==> config.mk <==
export PLATFORM = sky130hd
export DESIGN_NAME = slc_top
export DESIGN_NICKNAME = d
export VERILOG_FILES = /design/src/slc_pkg.sv /design/src/slc_sync2.sv /design/src/slc_set_clock.sv /design/src/slc_top.sv
export SDC_FILE = /design/constraint.sdc
export NUM_CORES = 1
export LEC_CHECK = 0
export BUFFER_PORTS_ARGS = -buffer_cell sky130_fd_sc_hd__buf_2
export CAP_MARGIN = 15
export CORE_UTILIZATION = 45
export CTS_CLUSTER_SIZE = 16
export DETAILED_ROUTE_END_ITERATION = 12
export PLACE_DENSITY = 0.91
export SYNTH_ARGS = -nofsm -noshare
export SYNTH_HDL_FRONTEND = slang
export SYNTH_SLANG_ARGS = --single-unit
==> constraint.sdc <==
create_clock -name CORE_CLK -period 2.1 [get_ports CORE_CLK]
set_input_delay 0.105 -clock CORE_CLK [delete_from_list [all_inputs] [get_ports CORE_CLK]]
set_output_delay 0.105 -clock CORE_CLK [all_outputs]
set_load 0.05 [all_outputs]
==> src/slc_pkg.sv <==
package slc_pkg;

  localparam int SLC_ADDR_W = 4;
  localparam int SLC_DATA_W = 32;
  localparam int SLC_PRE_W = 7;

  // word-aligned byte addresses of the register map
  localparam logic [SLC_ADDR_W-1:0] SLC_OFF_CTRL0 = 4'h0;
  localparam logic [SLC_ADDR_W-1:0] SLC_OFF_CTRL1 = 4'h4;
  localparam logic [SLC_ADDR_W-1:0] SLC_OFF_STATUS = 4'h8;

  // latch_control_zero fields
  localparam int SLC_B_PIN_TWO = 7;
  localparam int SLC_B_PIN_ONE = 6;
  localparam int SLC_B_C1_SET = 5;
  localparam int SLC_B_C2_RESET = 4;
  localparam int SLC_B_SOFT_SET = 3;
  localparam int SLC_B_SOFT_RESET = 2;
  localparam int SLC_B_CLK_SET = 0;
  // latch_control_one fields
  localparam int SLC_B_PRE_HI = 7;
  localparam int SLC_B_PRE_LO = 6;
  // status fields
  localparam int SLC_B_ST_LATCH = 0;
  localparam int SLC_B_ST_CMP_ONE = 1;
  localparam int SLC_B_ST_CMP_TWO = 2;

  localparam logic [7:0] SLC_CTRL0_RST = 8'h00;
  localparam logic [7:0] SLC_CTRL1_RST = 8'h00;

  localparam logic [1:0] SLC_RESP_OKAY = 2'h0;
  localparam logic [1:0] SLC_RESP_SLVERR = 2'h2;

  localparam logic [1:0] SLC_PRE_DIV16 = 2'h0;
  localparam logic [1:0] SLC_PRE_DIV32 = 2'h1;
  localparam logic [1:0] SLC_PRE_DIV64 = 2'h2;
  localparam logic [1:0] SLC_PRE_DIV128 = 2'h3;

  typedef struct packed {
    logic two;
    logic one;
  } slc_cmp_t;

  typedef struct packed {
    logic pin_two_source_select;
    logic pin_one_source_select;
    logic cmp_one_set_enable;
    logic cmp_two_reset_enable;
    logic clocked_set_enable;
  } slc_ctrl_t;

  // low-bit mask of the free counter; all ones marks one divided period
  function automatic logic [SLC_PRE_W-1:0] slc_div_mask(
    input logic [1:0] pre
  );
    case (pre)
      SLC_PRE_DIV16: slc_div_mask = 7'h0f;
      SLC_PRE_DIV32: slc_div_mask = 7'h1f;
      SLC_PRE_DIV64: slc_div_mask = 7'h3f;
      SLC_PRE_DIV128: slc_div_mask = 7'h7f;
      default: slc_div_mask = 7'h7f;
    endcase
  endfunction

  function automatic logic slc_is_mapped(
    input logic [SLC_ADDR_W-1:0] addr
  );
    logic [SLC_ADDR_W-1:0] word;
    word = {addr[SLC_ADDR_W-1:2], 2'h0};
    slc_is_mapped = (word == SLC_OFF_CTRL0) || (word == SLC_OFF_CTRL1) ||
                    (word == SLC_OFF_STATUS);
  endfunction

endpackage

==> src/slc_sync2.sv <==
`timescale 1ns/10ps
module slc_sync2 #(
  parameter int W = 2
) (
  input wire logic clk,
  input wire logic rst,
  input wire logic [W-1:0] d,
  output logic [W-1:0] q
);
  import slc_pkg::*;

  logic [W-1:0] meta_reg;

  if (W < 1)
  begin : g_chk
    $error("slc_sync2 width must be at least one");
  end

  // only the second stage is visible outside
  always_ff @(posedge clk)
  begin
    if (rst)
    begin
      meta_reg <= '0;
      q <= '0;
    end
    else
    begin
      meta_reg <= d;
      q <= meta_reg;
    end
  end
endmodule // slc_sync2

==> src/slc_set_clock.sv <==
`timescale 1ns/10ps
module slc_set_clock #(
  parameter int CNT_W = slc_pkg::SLC_PRE_W
) (
  input wire logic clk,
  input wire logic rst,
  input wire logic [1:0] prescale,
  output logic tick
);
  import slc_pkg::*;

  logic [CNT_W-1:0] cnt_reg;
  logic [CNT_W-1:0] mask;
  logic [CNT_W-1:0] gap_reg;
  logic [1:0] prev_pre_reg;
  logic stable_reg;
  logic changed;

  if (CNT_W < SLC_PRE_W)
  begin : g_chk
    $error("slc_set_clock counter too narrow for divide by 128");
  end

  assign mask = CNT_W'(slc_div_mask(prescale));

  // free counter: a prescale change alters the mask at once, not at the next boundary
  always_ff @(posedge clk)
  begin
    if (rst)
      cnt_reg <= '0;
    else
      cnt_reg <= cnt_reg + CNT_W'(1);
  end

  always_ff @(posedge clk)
  begin
    if (rst)
      tick <= 1'b0;
    else
      tick <= ((cnt_reg & mask) == mask);
  end

  // helper logic for the spacing check
  assign changed = (prescale != prev_pre_reg);

  always_ff @(posedge clk)
  begin
    if (rst)
    begin
      gap_reg <= '0;
      prev_pre_reg <= SLC_PRE_DIV16;
      stable_reg <= 1'b0;
    end
    else
    begin
      gap_reg <= tick ? '0 : gap_reg + CNT_W'(1);
      prev_pre_reg <= prescale;
      stable_reg <= (tick ? 1'b1 : stable_reg) && !changed;
    end
  end
endmodule // slc_set_clock

==> src/slc_top.sv <==
// Added by the designer: register access over AXI4-Lite and the register offsets.
`timescale 1ns/10ps
module slc_top (
  input wire logic CORE_CLK,
  input wire logic SYS_RST,
  input wire logic [slc_pkg::SLC_ADDR_W-1:0] S_AXI_AWADDR,
  input wire logic [2:0] S_AXI_AWPROT,
  input wire logic S_AXI_AWVALID,
  output logic S_AXI_AWREADY,
  input wire logic [slc_pkg::SLC_DATA_W-1:0] S_AXI_WDATA,
  input wire logic [3:0] S_AXI_WSTRB,
  input wire logic S_AXI_WVALID,
  output logic S_AXI_WREADY,
  output logic [1:0] S_AXI_BRESP,
  output logic S_AXI_BVALID,
  input wire logic S_AXI_BREADY,
  input wire logic [slc_pkg::SLC_ADDR_W-1:0] S_AXI_ARADDR,
  input wire logic [2:0] S_AXI_ARPROT,
  input wire logic S_AXI_ARVALID,
  output logic S_AXI_ARREADY,
  output logic [slc_pkg::SLC_DATA_W-1:0] S_AXI_RDATA,
  output logic [1:0] S_AXI_RRESP,
  output logic S_AXI_RVALID,
  input wire logic S_AXI_RREADY,
  input wire slc_pkg::slc_cmp_t CMP_RESULT,
  output slc_pkg::slc_cmp_t PIN_OUT,
  output logic LATCH_Q
);
  import slc_pkg::*;

  slc_cmp_t cmp_s;
  slc_ctrl_t ctrl_reg;
  logic [1:0] prescale_reg;
  logic set_pulse_reg;
  logic reset_pulse_reg;
  logic latch_reg;
  slc_cmp_t pin_reg;
  logic set_tick;
  logic set_req;
  logic reset_req;

  logic aw_got_reg;
  logic w_got_reg;
  logic [SLC_ADDR_W-1:0] awaddr_hold_reg;
  logic [7:0] wbyte_hold_reg;
  logic wlane_hold_reg;
  logic bvalid_reg;
  logic [1:0] bresp_reg;
  logic rvalid_reg;
  logic [SLC_DATA_W-1:0] rdata_reg;
  logic [1:0] rresp_reg;
  logic [SLC_ADDR_W-1:0] raddr_reg;

  logic aw_fire;
  logic w_fire;
  logic wr_go;
  logic ar_fire;
  logic [SLC_ADDR_W-1:0] wr_addr;
  logic [SLC_ADDR_W-1:0] wr_word;
  logic [SLC_ADDR_W-1:0] rd_word;
  logic [7:0] wr_byte;
  logic wr_lane;
  logic wr_ctrl0;
  logic wr_ctrl1;
  logic [7:0] rd_byte;

  // comparator outputs are asynchronous to the core clock
  slc_sync2 #(
    .W(2)
  ) u_cmp_sync (
    .clk(CORE_CLK),
    .rst(SYS_RST),
    .d(CMP_RESULT),
    .q(cmp_s)
  );

  slc_set_clock #(
    .CNT_W(SLC_PRE_W)
  ) u_set_clock (
    .clk(CORE_CLK),
    .rst(SYS_RST),
    .prescale(prescale_reg),
    .tick(set_tick)
  );

  // write channel: address and data taken in either order
  assign S_AXI_AWREADY = !aw_got_reg && !bvalid_reg;
  assign S_AXI_WREADY = !w_got_reg && !bvalid_reg;
  assign aw_fire = S_AXI_AWVALID && S_AXI_AWREADY;
  assign w_fire = S_AXI_WVALID && S_AXI_WREADY;
  assign wr_go = (aw_got_reg || aw_fire) && (w_got_reg || w_fire);
  assign wr_addr = aw_got_reg ? awaddr_hold_reg : S_AXI_AWADDR;
  assign wr_byte = w_got_reg ? wbyte_hold_reg : S_AXI_WDATA[7:0];
  assign wr_lane = w_got_reg ? wlane_hold_reg : S_AXI_WSTRB[0];
  assign wr_word = {wr_addr[SLC_ADDR_W-1:2], 2'h0};
  // upper byte lanes hold no bits, so only lane 0 matters
  assign wr_ctrl0 = wr_go && wr_lane && (wr_word == SLC_OFF_CTRL0);
  assign wr_ctrl1 = wr_go && wr_lane && (wr_word == SLC_OFF_CTRL1);

  always_ff @(posedge CORE_CLK)
  begin
    if (SYS_RST)
    begin
      aw_got_reg <= 1'b0;
      awaddr_hold_reg <= '0;
    end
    else if (wr_go)
      aw_got_reg <= 1'b0;
    else if (aw_fire)
    begin
      aw_got_reg <= 1'b1;
      awaddr_hold_reg <= S_AXI_AWADDR;
    end
  end

  always_ff @(posedge CORE_CLK)
  begin
    if (SYS_RST)
    begin
      w_got_reg <= 1'b0;
      wbyte_hold_reg <= '0;
      wlane_hold_reg <= 1'b0;
    end
    else if (wr_go)
      w_got_reg <= 1'b0;
    else if (w_fire)
    begin
      w_got_reg <= 1'b1;
      wbyte_hold_reg <= S_AXI_WDATA[7:0];
      wlane_hold_reg <= S_AXI_WSTRB[0];
    end
  end

  always_ff @(posedge CORE_CLK)
  begin
    if (SYS_RST)
    begin
      bvalid_reg <= 1'b0;
      bresp_reg <= SLC_RESP_OKAY;
    end
    else if (wr_go)
    begin
      bvalid_reg <= 1'b1;
      bresp_reg <= slc_is_mapped(wr_addr) ? SLC_RESP_OKAY : SLC_RESP_SLVERR;
    end
    else if (S_AXI_BREADY)
      bvalid_reg <= 1'b0;
  end

  assign S_AXI_BVALID = bvalid_reg;
  assign S_AXI_BRESP = bresp_reg;

  always_ff @(posedge CORE_CLK)
  begin
    if (SYS_RST)
      ctrl_reg <= slc_ctrl_t'(0);
    else if (wr_ctrl0)
    begin
      ctrl_reg.pin_two_source_select <= wr_byte[SLC_B_PIN_TWO];
      ctrl_reg.pin_one_source_select <= wr_byte[SLC_B_PIN_ONE];
      ctrl_reg.cmp_one_set_enable <= wr_byte[SLC_B_C1_SET];
      ctrl_reg.cmp_two_reset_enable <= wr_byte[SLC_B_C2_RESET];
      ctrl_reg.clocked_set_enable <= wr_byte[SLC_B_CLK_SET];
    end
  end

  // pulse bits live for one cycle; writing zero leaves nothing behind
  always_ff @(posedge CORE_CLK)
  begin
    if (SYS_RST)
    begin
      set_pulse_reg <= 1'b0;
      reset_pulse_reg <= 1'b0;
    end
    else
    begin
      set_pulse_reg <= wr_ctrl0 && wr_byte[SLC_B_SOFT_SET];
      reset_pulse_reg <= wr_ctrl0 && wr_byte[SLC_B_SOFT_RESET];
    end
  end

  always_ff @(posedge CORE_CLK)
  begin
    if (SYS_RST)
      prescale_reg <= SLC_CTRL1_RST[SLC_B_PRE_HI:SLC_B_PRE_LO];
    else if (wr_ctrl1)
      prescale_reg <= wr_byte[SLC_B_PRE_HI:SLC_B_PRE_LO];
  end

  assign set_req = (cmp_s.one && ctrl_reg.cmp_one_set_enable) ||
                   set_pulse_reg ||
                   (set_tick && ctrl_reg.clocked_set_enable);
  assign reset_req = (cmp_s.two && ctrl_reg.cmp_two_reset_enable) ||
                     reset_pulse_reg;

  // reset dominates when both inputs are active, keeping the latch defined
  always_ff @(posedge CORE_CLK)
  begin
    if (SYS_RST)
      latch_reg <= 1'b0;
    else if (reset_req)
      latch_reg <= 1'b0;
    else if (set_req)
      latch_reg <= 1'b1;
  end

  // pin drive only; output enable and direction belong to the pad logic
  always_ff @(posedge CORE_CLK)
  begin
    if (SYS_RST)
      pin_reg <= slc_cmp_t'(0);
    else
    begin
      pin_reg.one <= ctrl_reg.pin_one_source_select ? latch_reg
                                                    : cmp_s.one;
      pin_reg.two <= ctrl_reg.pin_two_source_select ? !latch_reg
                                                    : cmp_s.two;
    end
  end

  assign PIN_OUT = pin_reg;
  assign LATCH_Q = latch_reg;

  // read channel
  assign S_AXI_ARREADY = !rvalid_reg;
  assign ar_fire = S_AXI_ARVALID && S_AXI_ARREADY;
  assign rd_word = {S_AXI_ARADDR[SLC_ADDR_W-1:2], 2'h0};

  always_comb
  begin
    rd_byte = 8'h00;
    case (rd_word)
      SLC_OFF_CTRL0:
      begin
        rd_byte[SLC_B_PIN_TWO] = ctrl_reg.pin_two_source_select;
        rd_byte[SLC_B_PIN_ONE] = ctrl_reg.pin_one_source_select;
        rd_byte[SLC_B_C1_SET] = ctrl_reg.cmp_one_set_enable;
        rd_byte[SLC_B_C2_RESET] = ctrl_reg.cmp_two_reset_enable;
        rd_byte[SLC_B_CLK_SET] = ctrl_reg.clocked_set_enable;
      end
      SLC_OFF_CTRL1:
        rd_byte[SLC_B_PRE_HI:SLC_B_PRE_LO] = prescale_reg;
      SLC_OFF_STATUS:
      begin
        rd_byte[SLC_B_ST_LATCH] = latch_reg;
        rd_byte[SLC_B_ST_CMP_ONE] = cmp_s.one;
        rd_byte[SLC_B_ST_CMP_TWO] = cmp_s.two;
      end
      default:
        rd_byte = 8'h00;
    endcase
  end

  always_ff @(posedge CORE_CLK)
  begin
    if (SYS_RST)
    begin
      rvalid_reg <= 1'b0;
      rdata_reg <= '0;
      rresp_reg <= SLC_RESP_OKAY;
      raddr_reg <= '0;
    end
    else if (ar_fire)
    begin
      rvalid_reg <= 1'b1;
      rdata_reg <= {24'h000000, rd_byte};
      rresp_reg <= slc_is_mapped(S_AXI_ARADDR) ? SLC_RESP_OKAY
                                               : SLC_RESP_SLVERR;
      raddr_reg <= rd_word;
    end
    else if (S_AXI_RREADY)
      rvalid_reg <= 1'b0;
  end

  assign S_AXI_RVALID = rvalid_reg;
  assign S_AXI_RDATA = rdata_reg;
  assign S_AXI_RRESP = rresp_reg;
endmodule // slc_top

-- After elaboration in Yosys (flattened, before gate mapping)
Index checks and enable logic that the tools add are counted.
- bits in registers: 52
- input bits: 59
- output and inout port bits: 44
- bitwise operators: 2
- add/sub/neg operators: 1
- multiplexer cells: 16
- reductions and logical operators: 39
- equal/unequal tests: 8
- operators by type and width (operator ; count):
    $pmux 7 s4 ; 1
    $logic_and 1x1->1 ; 14
    $logic_or 1x1->1 ; 9
    $eq 2x2->1 const B ; 4
    $logic_not 4->1 ; 2
    $mux 2 ; 4
    $mux 8 ; 1
    $add 7x1->7 const B ; 1
    $and 7x7->7 ; 1
    $eq 7x7->1 ; 1
    $mux 1 ; 7
    $eq 2x1->1 const B ; 3
    $logic_not 2->1 ; 3
    $logic_not 1->1 ; 5
    $mux 4 ; 1
    $pmux 2 s2 ; 1
    $reduce_and 2->1 ; 2
    $reduce_bool 2->1 ; 2
    $reduce_or 2->1 ; 2
    $pmux 1 s2 ; 1
    $not 1->1 ; 1

-- Longest topological paths before layout
- depth in word-level cells: 8
- mapped depth: 6

-- Hierarchy
A second synthesis with hierarchy kept.
- cells, all modules: 221
- area total of the unflattened synthesis: 2118.3 um^2
- by module, submodules not included (module ; times used ; seq. area each (um^2) ; area an instance (um^2) ; cells an instance):
    slc_top ; 1 ; 700.7 ; 1700.4 ; 180
    slc_set_clock ; 1 ; 160.2 ; 312.8 ; 33
    slc_sync2 ; 1 ; 80.1 ; 105.1 ; 8

-- Worst setup path after synthesis
No wires, ideal clock.
- path kind: register -> register
- from: reg bvalid_reg (netlist: S_AXI_BVALID)
- to: reg prescale_reg[0]
- stages on the path, launching flop included: 5
- data required time: 1977 ps
- data arrival time: 1592 ps
- library setup time: 123 ps
- period minus slack after synthesis: 1715 ps
- slack: 385 ps
- buffers on the path: 0
- cell sequence: dfxtp_1 -> nand2b_1 -> a22o_1 -> nor3b_2 -> mux2_1
- cells in the longest elaborated chain, start to end: 7
- RTL lines (item ; line ; text):
    start, declared ; slc_top.sv:47 ; logic bvalid_reg;
    start signal, assigned ; slc_top.sv:138 ; bvalid_reg <= 1'b0;
    start signal, assigned ; slc_top.sv:143 ; bvalid_reg <= 1'b1;
    start signal, assigned ; slc_top.sv:147 ; bvalid_reg <= 1'b0;
    $logic_not 1->1 * ; slc_top.sv:87, slc_top.sv:88 ;
    $logic_and 1x1->1 (on tied branches) ; slc_top.sv:87, slc_top.sv:88 ;
    $logic_and 1x1->1 (on tied branches) ; slc_top.sv:89, slc_top.sv:90 ;
    $logic_or 1x1->1 ; slc_top.sv:91 ; assign wr_go = (aw_got_reg || aw_fire) && (w_got_reg || w_fire);
    $logic_and 1x1->1 * ; slc_top.sv:91 ;
    $logic_and 1x1->1 * (2 in a row) ; slc_top.sv:98 ; assign wr_ctrl1 = wr_go && wr_lane && (wr_word == SLC_OFF_CTRL1);
    end signal, assigned ; slc_top.sv:185 ; prescale_reg <= SLC_CTRL1_RST[SLC_B_PRE_HI:SLC_B_PRE_LO];
    end signal, assigned ; slc_top.sv:187 ; prescale_reg <= wr_byte[SLC_B_PRE_HI:SLC_B_PRE_LO];
    end, declared ; slc_top.sv:33 ; logic [1:0] prescale_reg;
Every way passes the cells marked *; elsewhere a longest branch is shown, timed or not.
A chain may end at the register's enable or synchronous reset.

-- Final worst setup path
- from: reg aw_got_reg
- to: reg ctrl_reg[3] (netlist bit)
- cells in the longest elaborated chain, start to end: 7
- RTL lines (item ; line ; text):
    start, declared ; slc_top.sv:42 ; logic aw_got_reg;
    start signal, assigned ; slc_top.sv:104 ; aw_got_reg <= 1'b0;
    start signal, assigned ; slc_top.sv:108 ; aw_got_reg <= 1'b0;
    start signal, assigned ; slc_top.sv:111 ; aw_got_reg <= 1'b1;
    $logic_not 1->1 ; slc_top.sv:87 ; assign S_AXI_AWREADY = !aw_got_reg && !bvalid_reg;
    $logic_and 1x1->1 ; slc_top.sv:87 ;
    $logic_and 1x1->1 ; slc_top.sv:89 ; assign aw_fire = S_AXI_AWVALID && S_AXI_AWREADY;
    $logic_or 1x1->1 ; slc_top.sv:91 ;
    $logic_and 1x1->1 ; slc_top.sv:91 ;
    $logic_and 1x1->1 ; slc_top.sv:97 ; assign wr_ctrl0 = wr_go && wr_lane && (wr_word == SLC_OFF_CTRL0);
    $logic_and 1x1->1 * ; slc_top.sv:97 ;
    end signal, assigned ; slc_top.sv:156 ; ctrl_reg <= slc_ctrl_t'(0);
    end, declared ; slc_top.sv:32 ; slc_ctrl_t ctrl_reg;
Marks and branches as above.

==> results.md <==
* Outcome: complete, no violations
* Critical path capture point type: flip-flop
* Main combinational cell family by area after synthesis: simple AND/OR/NAND/NOR gates
* Minimum clock period at between 1.5 and 2 ns
* Fin crit share at 81.3%
* Die Wd at 70.3 um
* Final Power at roughly 1.8 mW
* Simple-gate share of the synthesized area at between 10% and 20%
* Syn Std Cell Area at 0.00210 mm2
* Slew HR at approximately 65%
* Switching power at 0.570 mW
* Post-Synth XOR/XNOR Area at under 10%
* RR Startpoint: aw_got_reg
* DRT Wirelength at 3.49 mm
* Site Rows at 24
* Die Span Y at about 70 um
* Final TNS setup at 0 ns
* Antenna viol nets, final at 0
* HPWL after detailed placement at 2.66 mm
* Number of global-route vias before repair at 1,329
* Post-layout util at about 52%
* Area of the multi-input gates at ~980 um2
* Yosys reg bits at 47
* CTS root buf: clkbuf_8
* Pwr Density at between 700 and 800 mW/mm2
* Comb pwr share at between 20% and 30%
* GR Overflow Total at 0
* Syn Inst Count at approximately 220
* CTS Buf Count at 5
* Clk sinks at 47
* Setup Skew at about 0.0066 ns
* Clk_lat worst skew at ~0.29 ns
* VDD IR-drop max at 409 uV
* Setup violators final at 0
* Yosys cell types at 36
* Register area at roughly 940 um2
* Pre-antenna DRT Iters at 4
* CP Launch Type: flip-flop
* Data arrival time of the critical path at 1.89 ns
* Register share of total power at between 50 and 60%
* Initial antenna violation count at 0
* Core area at 0.00441 mm2
* Ranking of synthesized cells by area: dfxtp_1, mux2i_1, buf_4, nor2_1, a21oi_1
* Initial drt markers at 49
* Max_cap viols at 0
* Mean Syn Cell Area at 9.51 um2
* Ports at ~100
* Worst Setup SP: aw_got_reg
* Slew of the pin with the lowest slew margin at between 0.5 and 0.6 ns
* Post-synthesis sequential area ratio at about 45%
* First-pass GRT wire length at between 6 and 7 mm
* Post-synth EDFFs at 0
* Routability congestion estimate at 0.790
* Async S/R FF share, synth at 0%
* Max FO, Critical Path at 7
* P_leak at 1.07 nW
* Initial Utilization at 47.6%
* Switching Fraction at a little under a third
* CTS Buffer Depth at 2
* Fin. Hold Viols at 0
* Clock Power Share at 27.6%
* HP Class: in2reg
* Postcts setup bufs at 0
* Post-synthesis mux area share at around 15%
* Main flop type after synthesis: dfxtp_1
* Fillers at between 400 and 500
* Clock slew at reported path FFs at 0.08 ns
* Crit path required time at 2.28 ns
* Post-route DRC at 0
* DR WL/cell at between 10 and 15 um
* Post-CTS Hold Fix Bufs at 0
* WS Path Type: reg2reg
* Reg2reg setup slack at 0.39 ns
* Post-Synth Adder-Cell Area at less than 1%
* Vias at approximately 1,500
* Post-synthesis compound-gate area fraction at 8.81%
* Hold path start: CMP_RESULT[1]
* Area leader, netlist: dfxtp_1
* Port Buffer Count at 37
* Pin count of the biggest net entering global routing at 27
* Fmax at 585 MHz
* Share of cells above drive strength 1 at about a fifth
* H-Tree Depth at 2
* Die footprint at approximately 0.005 mm2
* Synth warnings at 0
* Area delta synth->final at 9.64%
* Fin nets at 318
* Cell Int Power at around 1.3 mW
* Unrepaired setup endpoints after global routing: false
* Area share of the largest cell type after synthesis at approximately 45%
* N_diodes at 0
* CTS resizes at 0
* Vias/cell at approximately 4.8
* Slew Limit Fails at 0
* CTS tree: built
* GRT Total Usage at between 15 and 20%
[cell usage after synthesis, types with 2 or more instances]
| library cell | instances |
|---|---|
| clkbuf_1 | 7 |
| nor2b_1 | 8 |
| mux2_2 | 2 |
| nand2_1 | 5 |
| o21ai_0 | 2 |
| nand2b_1 | 5 |
| a22oi_1 | 4 |
| nor2_1 | 31 |
| buf_6 | 2 |
| mux2_4 | 2 |
| and3_1 | 4 |
| mux2i_1 | 23 |
| or3_1 | 2 |
| dfxtp_1 | 47 |
| mux2_1 | 2 |
| nand3b_1 | 2 |
| a31oi_1 | 3 |
| xor2_1 | 2 |
| nand3_1 | 2 |
| nor3_1 | 5 |
| buf_4 | 27 |
| a211oi_1 | 3 |
| inv_1 | 5 |
| a21oi_1 | 13 |
| xnor2_1 | 2 |
[critical path, stage by stage, from the launching register on]
cell,delay (ns)
dfxtp_1,0.45
mux2i_1,0.26
nor2b_4,0.21
and3_1,0.34
mux2_4,0.33
[per-layer routing]
layer | part of all wire (%) | track usage [%] | wire (um)
met2 | 46 | 23.8 | 1610
met1 | 46 | 20.0 | 1610
met3 | 6.6 | 5.05 | 231
met5 | 0 | 0 | 0
met4 | 1.5 | 5.11 | 51
[worst paths after layout]
path                            end  cells after the start
max                     ctrl_reg[3]                      4
max reg2reg             ctrl_reg[3]                      4
min          u_cmp_sync.meta_reg[1]                      2
min reg2reg                 LATCH_Q                      1
[power groups by stage]
stage               registers, mW  clock network (mW)  logic, mW
floorplan                   0.995                   0      0.325
global placement            0.975                   0      0.365
detailed placement          0.977                   0      0.370
CTS                         0.956               0.528      0.371
global route                0.961               0.573      0.397
finish                      0.956               0.507      0.371
[cell families (layout without fill, tap and decap cells)]
| logic type | after synthesis | in the layout |
|---|---|---|
| other | 1 | 27 |
| AND/OR/NAND/NOR | 67 | 67 |
| adder cells (fa/ha/maj) | 1 | 1 |
| flip-flops | 47 | 47 |
| multiplexers | 29 | 29 |
| buffers and inverters | 43 | 55 |
| XOR/XNOR | 4 | 4 |
| AO/OA/AOI/OAI | 29 | 29 |
[layout make-up]
| cell class | count | share of cell area [%] |
|---|---|---|
| repair buffers | 41 | 9.34 |
| well taps | 52 | 2.82 |
| clock inverters | 1 | 0.217 |
| inverters | 6 | 1.09 |
| clock buffers | 7 | 3.31 |
| multi-input cells | 157 | 42.4 |
| flip-flops and latches | 47 | 40.8 |
[through the flow]
stage	area, um2	hold WS [ns]	worst slack (ns)	cells
4_1_cts	2300	0.0131	0.385	311
2_1_floorplan	2200	0.233	0.385	247
3_3_place_gp	2220	0.322	0.437	303
3_5_place_dp	2220	0.319	0.409	303
6_report	2300	0.0196	0.392	311
5_1_grt	2300	0.0119	0.265	311
[cell usage in the layout (no fill, tap or decap), types with 8 or more instances in the layout]
| cell type | netlist | final |
|---|---|---|
| buf_2 | 1 | 37 |
| mux2i_1 | 23 | 23 |
| conb_1 | 1 | 27 |
| dfxtp_1 | 47 | 47 |
| a21oi_1 | 13 | 13 |
| nor2_1 | 31 | 31 |
| nor2b_1 | 8 | 8 |
(Power assumes the default switching activity.)
